===== src/logic/lip_pkg.sv =====
package lip_pkg;
  // interface width after reset
  localparam logic RST_IF_8BIT     = 1'h1;
  // power-down bit after reset: normal operation
  localparam logic RST_PWR_NORMAL  = 1'h1;
  localparam logic [3:0] RST_CONTRAST = 4'h0;
  // instruction field positions
  localparam int   FS_DL_BIT       = 4;
  localparam int   FS_PD_BIT       = 2;
  localparam logic [7:0] FS_MASK   = 8'hE0;
  localparam logic [7:0] FS_CODE   = 8'h20;
  localparam logic [7:0] CC_MASK   = 8'hF0;
  localparam logic [7:0] CC_CODE   = 8'h40;
  // oscillator and drive timing
  localparam int   CORE_CLK_HZ     = 10_000_000;
  localparam int   OSC_HZ          = 145_000;
  localparam int   OSC_HALF_CYC    = CORE_CLK_HZ / (2 * OSC_HZ);
  localparam int   SUB_HALF_CYC    = 8 * OSC_HALF_CYC;
  localparam int   DUTY_ROWS       = 28;
  localparam int   BIAS_X10        = 63;
  // cycles the busy flag stays up after an executed instruction
  localparam int   BUSY_CYC        = 4;
  typedef enum logic [1:0] {LIP_RUN, LIP_PWR_DOWN} lip_mode_t;
endpackage


===== src/logic/lip_ctrl.sv =====
module lip_ctrl #(
  parameter int ROWS     = lip_pkg::DUTY_ROWS,
  parameter int BUSY_LEN = lip_pkg::BUSY_CYC
) (
  input  wire logic       core_clk,
  input  wire logic       sys_rst,
  input  wire logic       bus_wr,
  input  wire logic       bus_rd,
  input  wire logic       register_select,
  input  wire logic [7:0] bus_wdata,
  output logic [7:0]      bus_rdata,
  output logic            instr_valid,
  output logic            instr_rs,
  output logic [7:0]      instr_data,
  output logic            iface_8bit,
  output logic            powerdown_bit,
  output logic [3:0]      contrast_step,
  output logic            main_osc_clk,
  output logic            sub_osc_clk,
  output logic            drive_enable,
  output logic            char_icon_enable,
  output logic            static_seg_enable,
  output logic            mem_hold,
  output logic [4:0]      com_row,
  output logic            frame_start,
  output logic [6:0]      bias_ratio_x10
);
  lip_pkg::lip_mode_t mode_q, mode_d;
  logic       if8_q, if8_d;
  logic       pd_q, pd_d;
  logic [3:0] con_q, con_d;
  logic       half_q, half_d;
  logic [3:0] hi_q, hi_d;
  logic       iv_q, iv_d;
  logic       irs_q, irs_d;
  logic [7:0] idat_q, idat_d;
  logic [7:0] rd_q, rd_d;
  logic       rd_half_q, rd_half_d;
  logic [3:0] busy_q, busy_d;
  logic [6:0] ac_q, ac_d;
  logic       full_valid;
  logic [7:0] full_byte;
  logic       run_main;
  logic       main_tick;

  function automatic logic is_fset(input logic [7:0] b);
    return (b & lip_pkg::FS_MASK) == lip_pkg::FS_CODE;
  endfunction

  function automatic logic is_ccon(input logic [7:0] b);
    return (b & lip_pkg::CC_MASK) == lip_pkg::CC_CODE;
  endfunction

  // assemble a byte: direct in 8-bit mode, two nibbles otherwise
  always_comb begin
    half_d     = half_q;
    hi_d       = hi_q;
    full_valid = 1'b0;
    full_byte  = bus_wdata;
    if (bus_wr) begin
      if (if8_q) begin
        full_valid = 1'b1;
        half_d     = 1'b0;
      end else if (!half_q) begin
        hi_d   = bus_wdata[7:4];
        half_d = 1'b1;
      end else begin
        full_byte  = {hi_q, bus_wdata[7:4]};
        full_valid = 1'b1;
        half_d     = 1'b0;
      end
    end
  end

  // decode instructions; port stays alive in power-down
  always_comb begin
    if8_d  = if8_q;
    pd_d   = pd_q;
    con_d  = con_q;
    mode_d = mode_q;
    iv_d   = 1'b0;
    irs_d  = irs_q;
    idat_d = idat_q;
    busy_d = (busy_q != 4'h0) ? busy_q - 4'h1 : 4'h0;
    ac_d   = ac_q;
    if (full_valid) begin
      iv_d   = 1'b1;
      irs_d  = register_select;
      idat_d = full_byte;
      busy_d = 4'(BUSY_LEN);
      if (!register_select && is_fset(full_byte)) begin
        if8_d = full_byte[lip_pkg::FS_DL_BIT];
        pd_d  = full_byte[lip_pkg::FS_PD_BIT];
        mode_d = full_byte[lip_pkg::FS_PD_BIT] ? lip_pkg::LIP_RUN
                                               : lip_pkg::LIP_PWR_DOWN;
      end else if (!register_select && is_ccon(full_byte)) begin
        con_d = full_byte[3:0];
      end else if (!register_select && full_byte[7]) begin
        ac_d = full_byte[6:0];
      end else if (register_select) begin
        ac_d = ac_q + 7'h01;
      end
    end
  end

  // status read: busy flag and address, twice in 4-bit mode
  always_comb begin
    rd_d      = 8'h00;
    rd_half_d = rd_half_q;
    if (bus_rd) begin
      if (if8_q) begin
        rd_d      = {(busy_q != 4'h0), ac_q};
        rd_half_d = 1'b0;
      end else begin
        rd_d      = rd_half_q ? {ac_q[3:0], 4'h0} : {(busy_q != 4'h0), ac_q[6:4], 4'h0};
        rd_half_d = ~rd_half_q;
      end
    end
  end

  // nibble assembly state; a reset mid-transfer drops a lone upper half
  always_ff @(posedge core_clk or posedge sys_rst) begin
    if (sys_rst) begin
      half_q <= 1'h0;
      hi_q   <= 4'h0;
    end else begin
      half_q <= half_d;
      hi_q   <= hi_d;
    end
  end

  // executed instruction and configuration state
  always_ff @(posedge core_clk or posedge sys_rst) begin
    if (sys_rst) begin
      mode_q <= lip_pkg::LIP_RUN;
      if8_q  <= lip_pkg::RST_IF_8BIT;
      pd_q   <= lip_pkg::RST_PWR_NORMAL;
      con_q  <= lip_pkg::RST_CONTRAST;
      iv_q   <= 1'h0;
      irs_q  <= 1'h0;
      idat_q <= 8'h00;
      busy_q <= 4'h0;
      ac_q   <= 7'h00;
    end else begin
      mode_q <= mode_d;
      if8_q  <= if8_d;
      pd_q   <= pd_d;
      con_q  <= con_d;
      iv_q   <= iv_d;
      irs_q  <= irs_d;
      idat_q <= idat_d;
      busy_q <= busy_d;
      ac_q   <= ac_d;
    end
  end

  // status read state, kept apart so reads never disturb instruction state
  always_ff @(posedge core_clk or posedge sys_rst) begin
    if (sys_rst) begin
      rd_q      <= 8'h00;
      rd_half_q <= 1'h0;
    end else begin
      rd_q      <= rd_d;
      rd_half_q <= rd_half_d;
    end
  end

  assign run_main = (mode_q == lip_pkg::LIP_RUN);

  // main oscillator, 145 kHz equivalent
  lip_clkdiv #(.HALF(lip_pkg::OSC_HALF_CYC)) u_main_osc (
    .core_clk (core_clk),
    .sys_rst  (sys_rst),
    .run      (run_main),
    .osc_out  (main_osc_clk),
    .osc_tick (main_tick)
  );

  // sub oscillator only runs in power-down, for the static segment
  lip_clkdiv #(.HALF(lip_pkg::SUB_HALF_CYC)) u_sub_osc (
    .core_clk (core_clk),
    .sys_rst  (sys_rst),
    .run      (!run_main),
    .osc_out  (sub_osc_clk),
    .osc_tick ()
  );

  // row scan holds row 0 while blanked
  lip_rowscan #(.ROWS(ROWS)) u_scan (
    .core_clk    (core_clk),
    .sys_rst     (sys_rst),
    .tick        (main_tick),
    .blank       (!run_main),
    .row_idx     (com_row),
    .frame_start (frame_start)
  );

  assign bus_rdata         = rd_q;
  assign instr_valid       = iv_q;
  assign instr_rs          = irs_q;
  assign instr_data        = idat_q;
  assign iface_8bit        = if8_q;
  assign powerdown_bit     = pd_q;
  assign contrast_step     = con_q;
  assign drive_enable      = run_main;
  assign char_icon_enable  = run_main;
  assign static_seg_enable = 1'b1;
  assign mem_hold          = !run_main;
  assign bias_ratio_x10    = 7'(lip_pkg::BIAS_X10);
endmodule


===== src/logic/lip_clkdiv.sv =====
// square-wave clock-enable generator for the main or sub oscillator
module lip_clkdiv #(
  parameter int HALF = 34
) (
  input  wire logic core_clk,
  input  wire logic sys_rst,
  input  wire logic run,
  output logic      osc_out,
  output logic      osc_tick
);
  logic [15:0] cnt_q, cnt_d;
  logic        osc_q, osc_d;

  // stopping resets the phase so a restart is clean
  always_comb begin
    cnt_d = cnt_q;
    osc_d = osc_q;
    if (!run) begin
      cnt_d = 16'h0000;
      osc_d = 1'b0;
    end else if (cnt_q == 16'(HALF - 1)) begin
      cnt_d = 16'h0000;
      osc_d = ~osc_q;
    end else begin
      cnt_d = cnt_q + 16'h0001;
    end
  end

  always_ff @(posedge core_clk or posedge sys_rst) begin
    if (sys_rst) begin
      cnt_q <= 16'h0000;
      osc_q <= 1'b0;
    end else begin
      cnt_q <= cnt_d;
      osc_q <= osc_d;
    end
  end

  assign osc_out  = osc_q;
  assign osc_tick = run && (cnt_q == 16'(HALF - 1)) && osc_q;
endmodule


===== src/logic/lip_rowscan.sv =====
// common row scanner, one row per main oscillator period
module lip_rowscan #(
  parameter int ROWS = 28
) (
  input  wire logic       core_clk,
  input  wire logic       sys_rst,
  input  wire logic       tick,
  input  wire logic       blank,
  output logic [4:0]      row_idx,
  output logic            frame_start
);
  logic [4:0] row_q, row_d;

  always_comb begin
    row_d = row_q;
    if (blank) begin
      row_d = 5'h00;
    end else if (tick) begin
      row_d = (row_q == 5'(ROWS - 1)) ? 5'h00 : row_q + 5'h01;
    end
  end

  always_ff @(posedge core_clk or posedge sys_rst) begin
    if (sys_rst) begin
      row_q <= 5'h00;
    end else begin
      row_q <= row_d;
    end
  end

  assign row_idx     = row_q;
  assign frame_start = tick && (row_q == 5'(ROWS - 1));
endmodule


===== config.mk =====
export PLATFORM = sky130hd
export DESIGN_NAME = lip_ctrl
export DESIGN_NICKNAME = d
export VERILOG_FILES = /design/src/logic/lip_pkg.sv /design/src/logic/lip_ctrl.sv /design/src/logic/lip_clkdiv.sv /design/src/logic/lip_rowscan.sv
export SDC_FILE = /design/constraint.sdc
export NUM_CORES = 1
export LEC_CHECK = 0
export ABC_AREA = 1
export CAP_MARGIN = 0
export CORE_MARGIN = 2
export CORE_UTILIZATION = 55
export CTS_BUF_LIST = sky130_fd_sc_hd__clkbuf_8
export CTS_CLUSTER_DIAMETER = 30
export DETAILED_ROUTE_END_ITERATION = 7
export DONT_BUFFER_PORTS = 1
export PLACE_DENSITY = 0.81
export SYNTH_ARGS = -nofsm -noshare
export SYNTH_HDL_FRONTEND = slang
export SYNTH_SLANG_ARGS = --single-unit

===== constraint.sdc =====
create_clock -name core_clk -period 3.39 [get_ports core_clk]
set_clock_uncertainty 0.05 [all_clocks]
set_input_delay 0.678 -clock core_clk [delete_from_list [all_inputs] [get_ports core_clk]]
set_output_delay 0.678 -clock core_clk [all_outputs]
set_load 0.03 [all_outputs]

# After elaboration in Yosys (flattened, before gate mapping)
# Index checks and enable logic that the tools add are counted.
[op_classes]
addsub = 5
n_eq_ne = 7
mux = 29
bitwise_logic = 7
reduce_logical = 16
[op_table]
columns = ["operator", "count"]
rows = [
  ["16-bit 2-to-1 mux", 4],
  ["8-bit 2-to-1 mux", 6],
  ["16-bit by 1-bit adder with 16-bit output (second input constant)", 2],
  ["16-bit by 6-bit equality test with 1-bit output (second input constant)", 1],
  ["16-bit by 9-bit equality test with 1-bit output (second input constant)", 1],
  ["5-bit 2-to-1 mux", 3],
  ["7-bit 2-to-1 mux", 2],
  ["1-bit 2-to-1 mux", 12],
  ["4-bit 2-to-1 mux", 2],
  ["7-bit by 1-bit adder with 7-bit output (second input constant)", 1],
  ["1-bit NOT", 7],
  ["1-bit logical AND", 6],
  ["3-bit AND reduction", 2],
  ["5-bit by 1-bit adder with 5-bit output (second input constant)", 1],
  ["5-bit equality test (second input constant)", 1],
  ["4-bit by 3-bit equality test with 1-bit output (second input constant)", 1],
  ["2-bit by 1-bit != test with 1-bit output (second input constant)", 2],
  ["4-bit AND reduction", 1],
  ["2-bit nonzero test", 2],
  ["4-bit nonzero test", 1],
  ["4-bit by 1-bit subtractor with 4-bit output (second input constant)", 1],
  ["3-bit by 1-bit equality test with 1-bit output (second input constant)", 1],
  ["1-bit logical NOT", 2],
  ["2-bit logical NOT", 1],
  ["2-bit AND reduction", 1],
]
[totals]
reg_bits = 82
in_bits = 13

# Longest topological paths before layout
[logic_depth]
depth_word = 7
ltp_mapped = 10

# Hierarchy
# A second synthesis with hierarchy kept.
[unflattened]
hier_cells = 574
hier_area_um2 = 4455.5
[by_module_without_submodules]
columns = ["mod", "n_inst", "cells_each", "area_per_inst_um2", "seq_area_each_um2"]
rows = [
  ["lip_ctrl", 1, 262, 2167.1, 1053.5],
  ["lip_clkdiv (u_main_osc)", 1, 130, 982.2, 425.4],
  ["lip_clkdiv (u_sub_osc)", 1, 133, 979.7, 425.4],
  ["lip_rowscan", 1, 49, 326.6, 125.1],
]

# Worst setup path after synthesis
# No wires, ideal clock.
[synth_timing]
path_type = "register -> output"
startpoint = "reg u_scan.row_q[0], in the netlist u_scan.row_idx[0]"
endpoint = "out frame_start"
arrival_ps = 1656
setup_slack_ps = 1006
stages_incl_launch_ff = 4
path_cell_list = "dfrtp_1 -> ha_1 -> nand3_1 -> nor3_1"
[synth_via]
elab_chain_cells = 2
[synth_rtl]
columns = ["item", "line", "source"]
rows = [
  ["from (decl)", "lip_rowscan.sv:12", "logic [4:0] row_q, row_d;"],
  ["from (signal assigned)", "lip_rowscan.sv:27", "row_q <= row_d;"],
  ["5-bit equality test", "lip_rowscan.sv:32", "assign frame_start = tick && (row_q == 5'(ROWS - 1));"],
  ["1-bit logical AND", "lip_rowscan.sv:32", ""],
  ["to (decl)", "lip_ctrl.sv:25", "output logic frame_start,"],
]
# Every way passes these cells.

# Final worst setup path
# Ends and elaborated chain as after synthesis.

==> flow_metrics.env <==
export IMPL_critPathLaunchType="flop"
export IMPL_rsz0062_at_grt="false"
export IMPL_crit_cells=4
export IMPL_pre_cts_ws_ns=1.20
export IMPL_yosysUniqueCellTypes=36
export IMPL_r2r_start="iface_8bit"
export IMPL_min_period_ns=2.57
export IMPL_postSynthCellCount=558
export IMPL_cts_setup_buffers=0
export IMPL_yosys_warnings=0
export IMPL_drive_above_1_share_pct=8.07
export IMPL_cts_buffer_depth=2
export IMPL_row_count=32
export IMPL_cts_tree="done"
export IMPL_ant_nets=0
export IMPL_leakage_nw=2.25
export IMPL_required_ns=2.66
export IMPL_cp_slowest_cell="dfrtp_1"
export IMPL_clock_sinks=81
export IMPL_min_period_over_period_pct=75.9
export IMPL_r2r_end="ac_q[4]"
export IMPL_reg2reg_depth=9
export IMPL_startpoint="u_scan.row_idx[0]"
export IMPL_io_buffers=0
export IMPL_route_detailed_drc=0
export IMPL_max_slew_margin_pct=50.3
export IMPL_slowest_delay_ns=0.62
export IMPL_synth_edf_count=0
export IMPL_cp_max_fo=6
export IMPL_wl_um=8850
export IMPL_syn_to_final_growth_pct=6.44
export IMPL_synth_async_sr_flop_share_pct=100
export IMPL_crit_family="flip-flops"
export IMPL_clock_root_buffer="clkbuf_8"
export IMPL_syn_avg_cell_area_sq_um=7.66
export IMPL_finalWorstSetupSlack_ns=0.819
export IMPL_drt_pre_antenna_iters=4
export IMPL_status="finished, final reports clean"
export IMPL_setup_viol=0
export IMPL_ios=56
export IMPL_p_per_area_nw_per_um2=724
export IMPL_via_count=3544
export IMPL_nets=584
export IMPL_grt_pass1_wl_um=15000
export IMPL_postCtsHoldBufs=0
export IMPL_gp_congestion=0.900
export IMPL_dieArea_sq_um=8490
export IMPL_syn_cell_area_sq_um=4270
export IMPL_synth_seq_area_share_pct=47.5
export IMPL_drtIter0Drc=141
export IMPL_fin_tns_setup_ns=0
export IMPL_numCtsBuffers=9
export IMPL_overflow=0
export IMPL_max_freq_mhz=389
export IMPL_drv_cap=0
export IMPL_routed_via_density=5.27
export IMPL_tightest_slew_ns=0.745
export IMPL_yosys_most_used_dff="dfrtp_1"
export IMPL_critPathCapture="frame_start"
export IMPL_path_class="flop to output pin"
export IMPL_final_hold_viol_count=0
export IMPL_final_area_sq_um=4550
export IMPL_total_power_mw=3.29
export IMPL_worst_hold_path_type="input port to asynchronous set/reset pin"
export IMPL_peakVddDrop_v=0.000509
export IMPL_synth_seq_cells=81
export IMPL_cp_arrival_ns=1.84
export IMPL_start_util_pct=56.2
export IMPL_path_clk_slew_ns=0.08
export IMPL_clk_latency_ns=0.35
export IMPL_end_kind="output pin"
export IMPL_grt_pass1_vias=3252
export IMPL_dpl_cell_area_sq_um=4360
export IMPL_htreeDepth=3
export IMPL_dp_hpwl_um=6510
export IMPL_slew_viol_final=0
export IMPL_wl_per_cell_um=13.2
export IMPL_antenna_found_initial=0
export IMPL_post_cts_resized=0
export IMPL_grt_max_degree=45
export IMPL_grtUsageTotal_pct=22.0
export IMPL_die_height_um=92.2
export IMPL_worst_path_buf_inv=1
export IMPL_r2r_slack_ns=1.42
export IMPL_crit_chain="ha_1, nand3_1, nor3_1, buf_4"
export IMPL_coreArea_sq_um=7610
export IMPL_n_antenna_cell=0
export IMPL_die_w_um=92.2
[per-stage QoR]
stage	hold WS, ns	cells	utilization [%]
after CTS	0.270	672	59.8
after floorplan	0.353	564	-
after global placement	0.362	656	57.4
after detailed placement	0.368	656	57.4
after global routing	0.307	672	59.8
final	0.236	672	59.8
[registers in the layout (all words and copies together) (netlist names)]
name                cells
instr_valid             1
contrast_step           4
busy_q                  4
u_main_osc.osc_out      1
instr_data              8
powerdown_bit           1
u_main_osc.cnt_q       16
bus_rdata               8
rd_half_q               1
u_sub_osc.cnt_q        16
half_q                  1
ac_q                    7
instr_rs                1
mode_q                  1
hi_q                    4
u_sub_osc.osc_out       1
u_scan.row_idx          5
iface_8bit              1
[final cells by class]
cell class,instances,area [sq um]
multi-input cells,406,1930
clock buffers,9,124
well taps,102,128
fillers,695,3060
clock inverters,7,62.6
flip-flops and latches,81,2030
inverters,61,233
repair buffers,6,45.0
[placed cells by master (no fill, tap or decap), types with 3 or more instances in the layout]
cell / synthesis / layout
a21oi_1: 7 / 7
buf_4: 10 / 6
clkbuf_8: 0 / 9
clkinv_2: 0 / 5
conb_1: 2 / 8
dfrtp_1: 79 / 79
ha_1: 6 / 6
inv_1: 57 / 57
nand2_1: 154 / 154
nand2_2: 5 / 5
nand2_4: 3 / 3
nand3_1: 46 / 46
nand4_1: 21 / 21
nor2_1: 92 / 92
nor2_2: 3 / 3
nor3_1: 18 / 18
o21ai_0: 15 / 15
xnor2_1: 3 / 3
xor2_1: 8 / 8
[power by group]
group / internal, mW / switching, mW / leakage [nW]
sequential: 1.23 / 0.469 / 1.06
combinational: 0.290 / 0.625 / 1.09
clock: 0.334 / 0.347 / 0.104
total: 1.85 / 1.44 / 2.25
[per-layer routing]
layer,part of all wire (%),global-route usage (%),routed length (um),vias to the layer above
met1,44,27.9,3860,1648
met4,2.0,8.96,179,0
li1,-,-,-,1772
met3,6.2,5.18,546,15
met5,0,0,0,-
met2,48,36.5,4260,109
[worst min-delay path by stage]
stage                     startpoint              endpoint  slack [ns]  depth (start not counted)
after global placement     busy_q[0]             busy_q[0]        0.36                          1
after global routing         sys_rst   u_main_osc.cnt_q[9]        0.31                          1
final                        sys_rst  u_main_osc.cnt_q[15]        0.24                          1
after floorplan            busy_q[0]             busy_q[0]        0.35                          1
after CTS                    sys_rst   u_main_osc.cnt_q[7]        0.27                          1
after detailed placement   busy_q[0]             busy_q[0]        0.37                          1
[worst register-to-register path: cells and delay by family (launching register included)]
kind                   cells  cell delay (ns)
and+or+nand+nor            8             0.96
DFF                        1             0.73
buffers and inverters      1             0.13
[cell families after synthesis]
logic type / count (synthesis) / synth area share (%)
adder cells (fa/ha/maj): 6 / 1.76
other: 2 / 0.176
buffers and inverters: 77 / 7.93
AND/OR/NAND/NOR: 351 / 36.3
XOR/XNOR: 11 / 2.25
AO/OA/AOI/OAI: 28 / 3.57
multiplexers: 2 / 0.527
flip-flops: 81 / 47.5
[synthesized netlist by cell type, drive strengths merged, types with 3 or more instances]
cell type	instances	area share (%)
xnor2	3	0.61
dfrtp	79	46
nand4	21	3.1
xor2	8	1.6
ha	6	1.8
nor2	97	9.0
nand3	49	6.3
inv	60	5.3
buf	13	2.3
nand2	162	15
nor3	19	2.3
a21oi	7	0.82
o21ai	15	1.8
clkbuf	3	0.26
No activity file was read; power rests on OpenSTA's default activity.
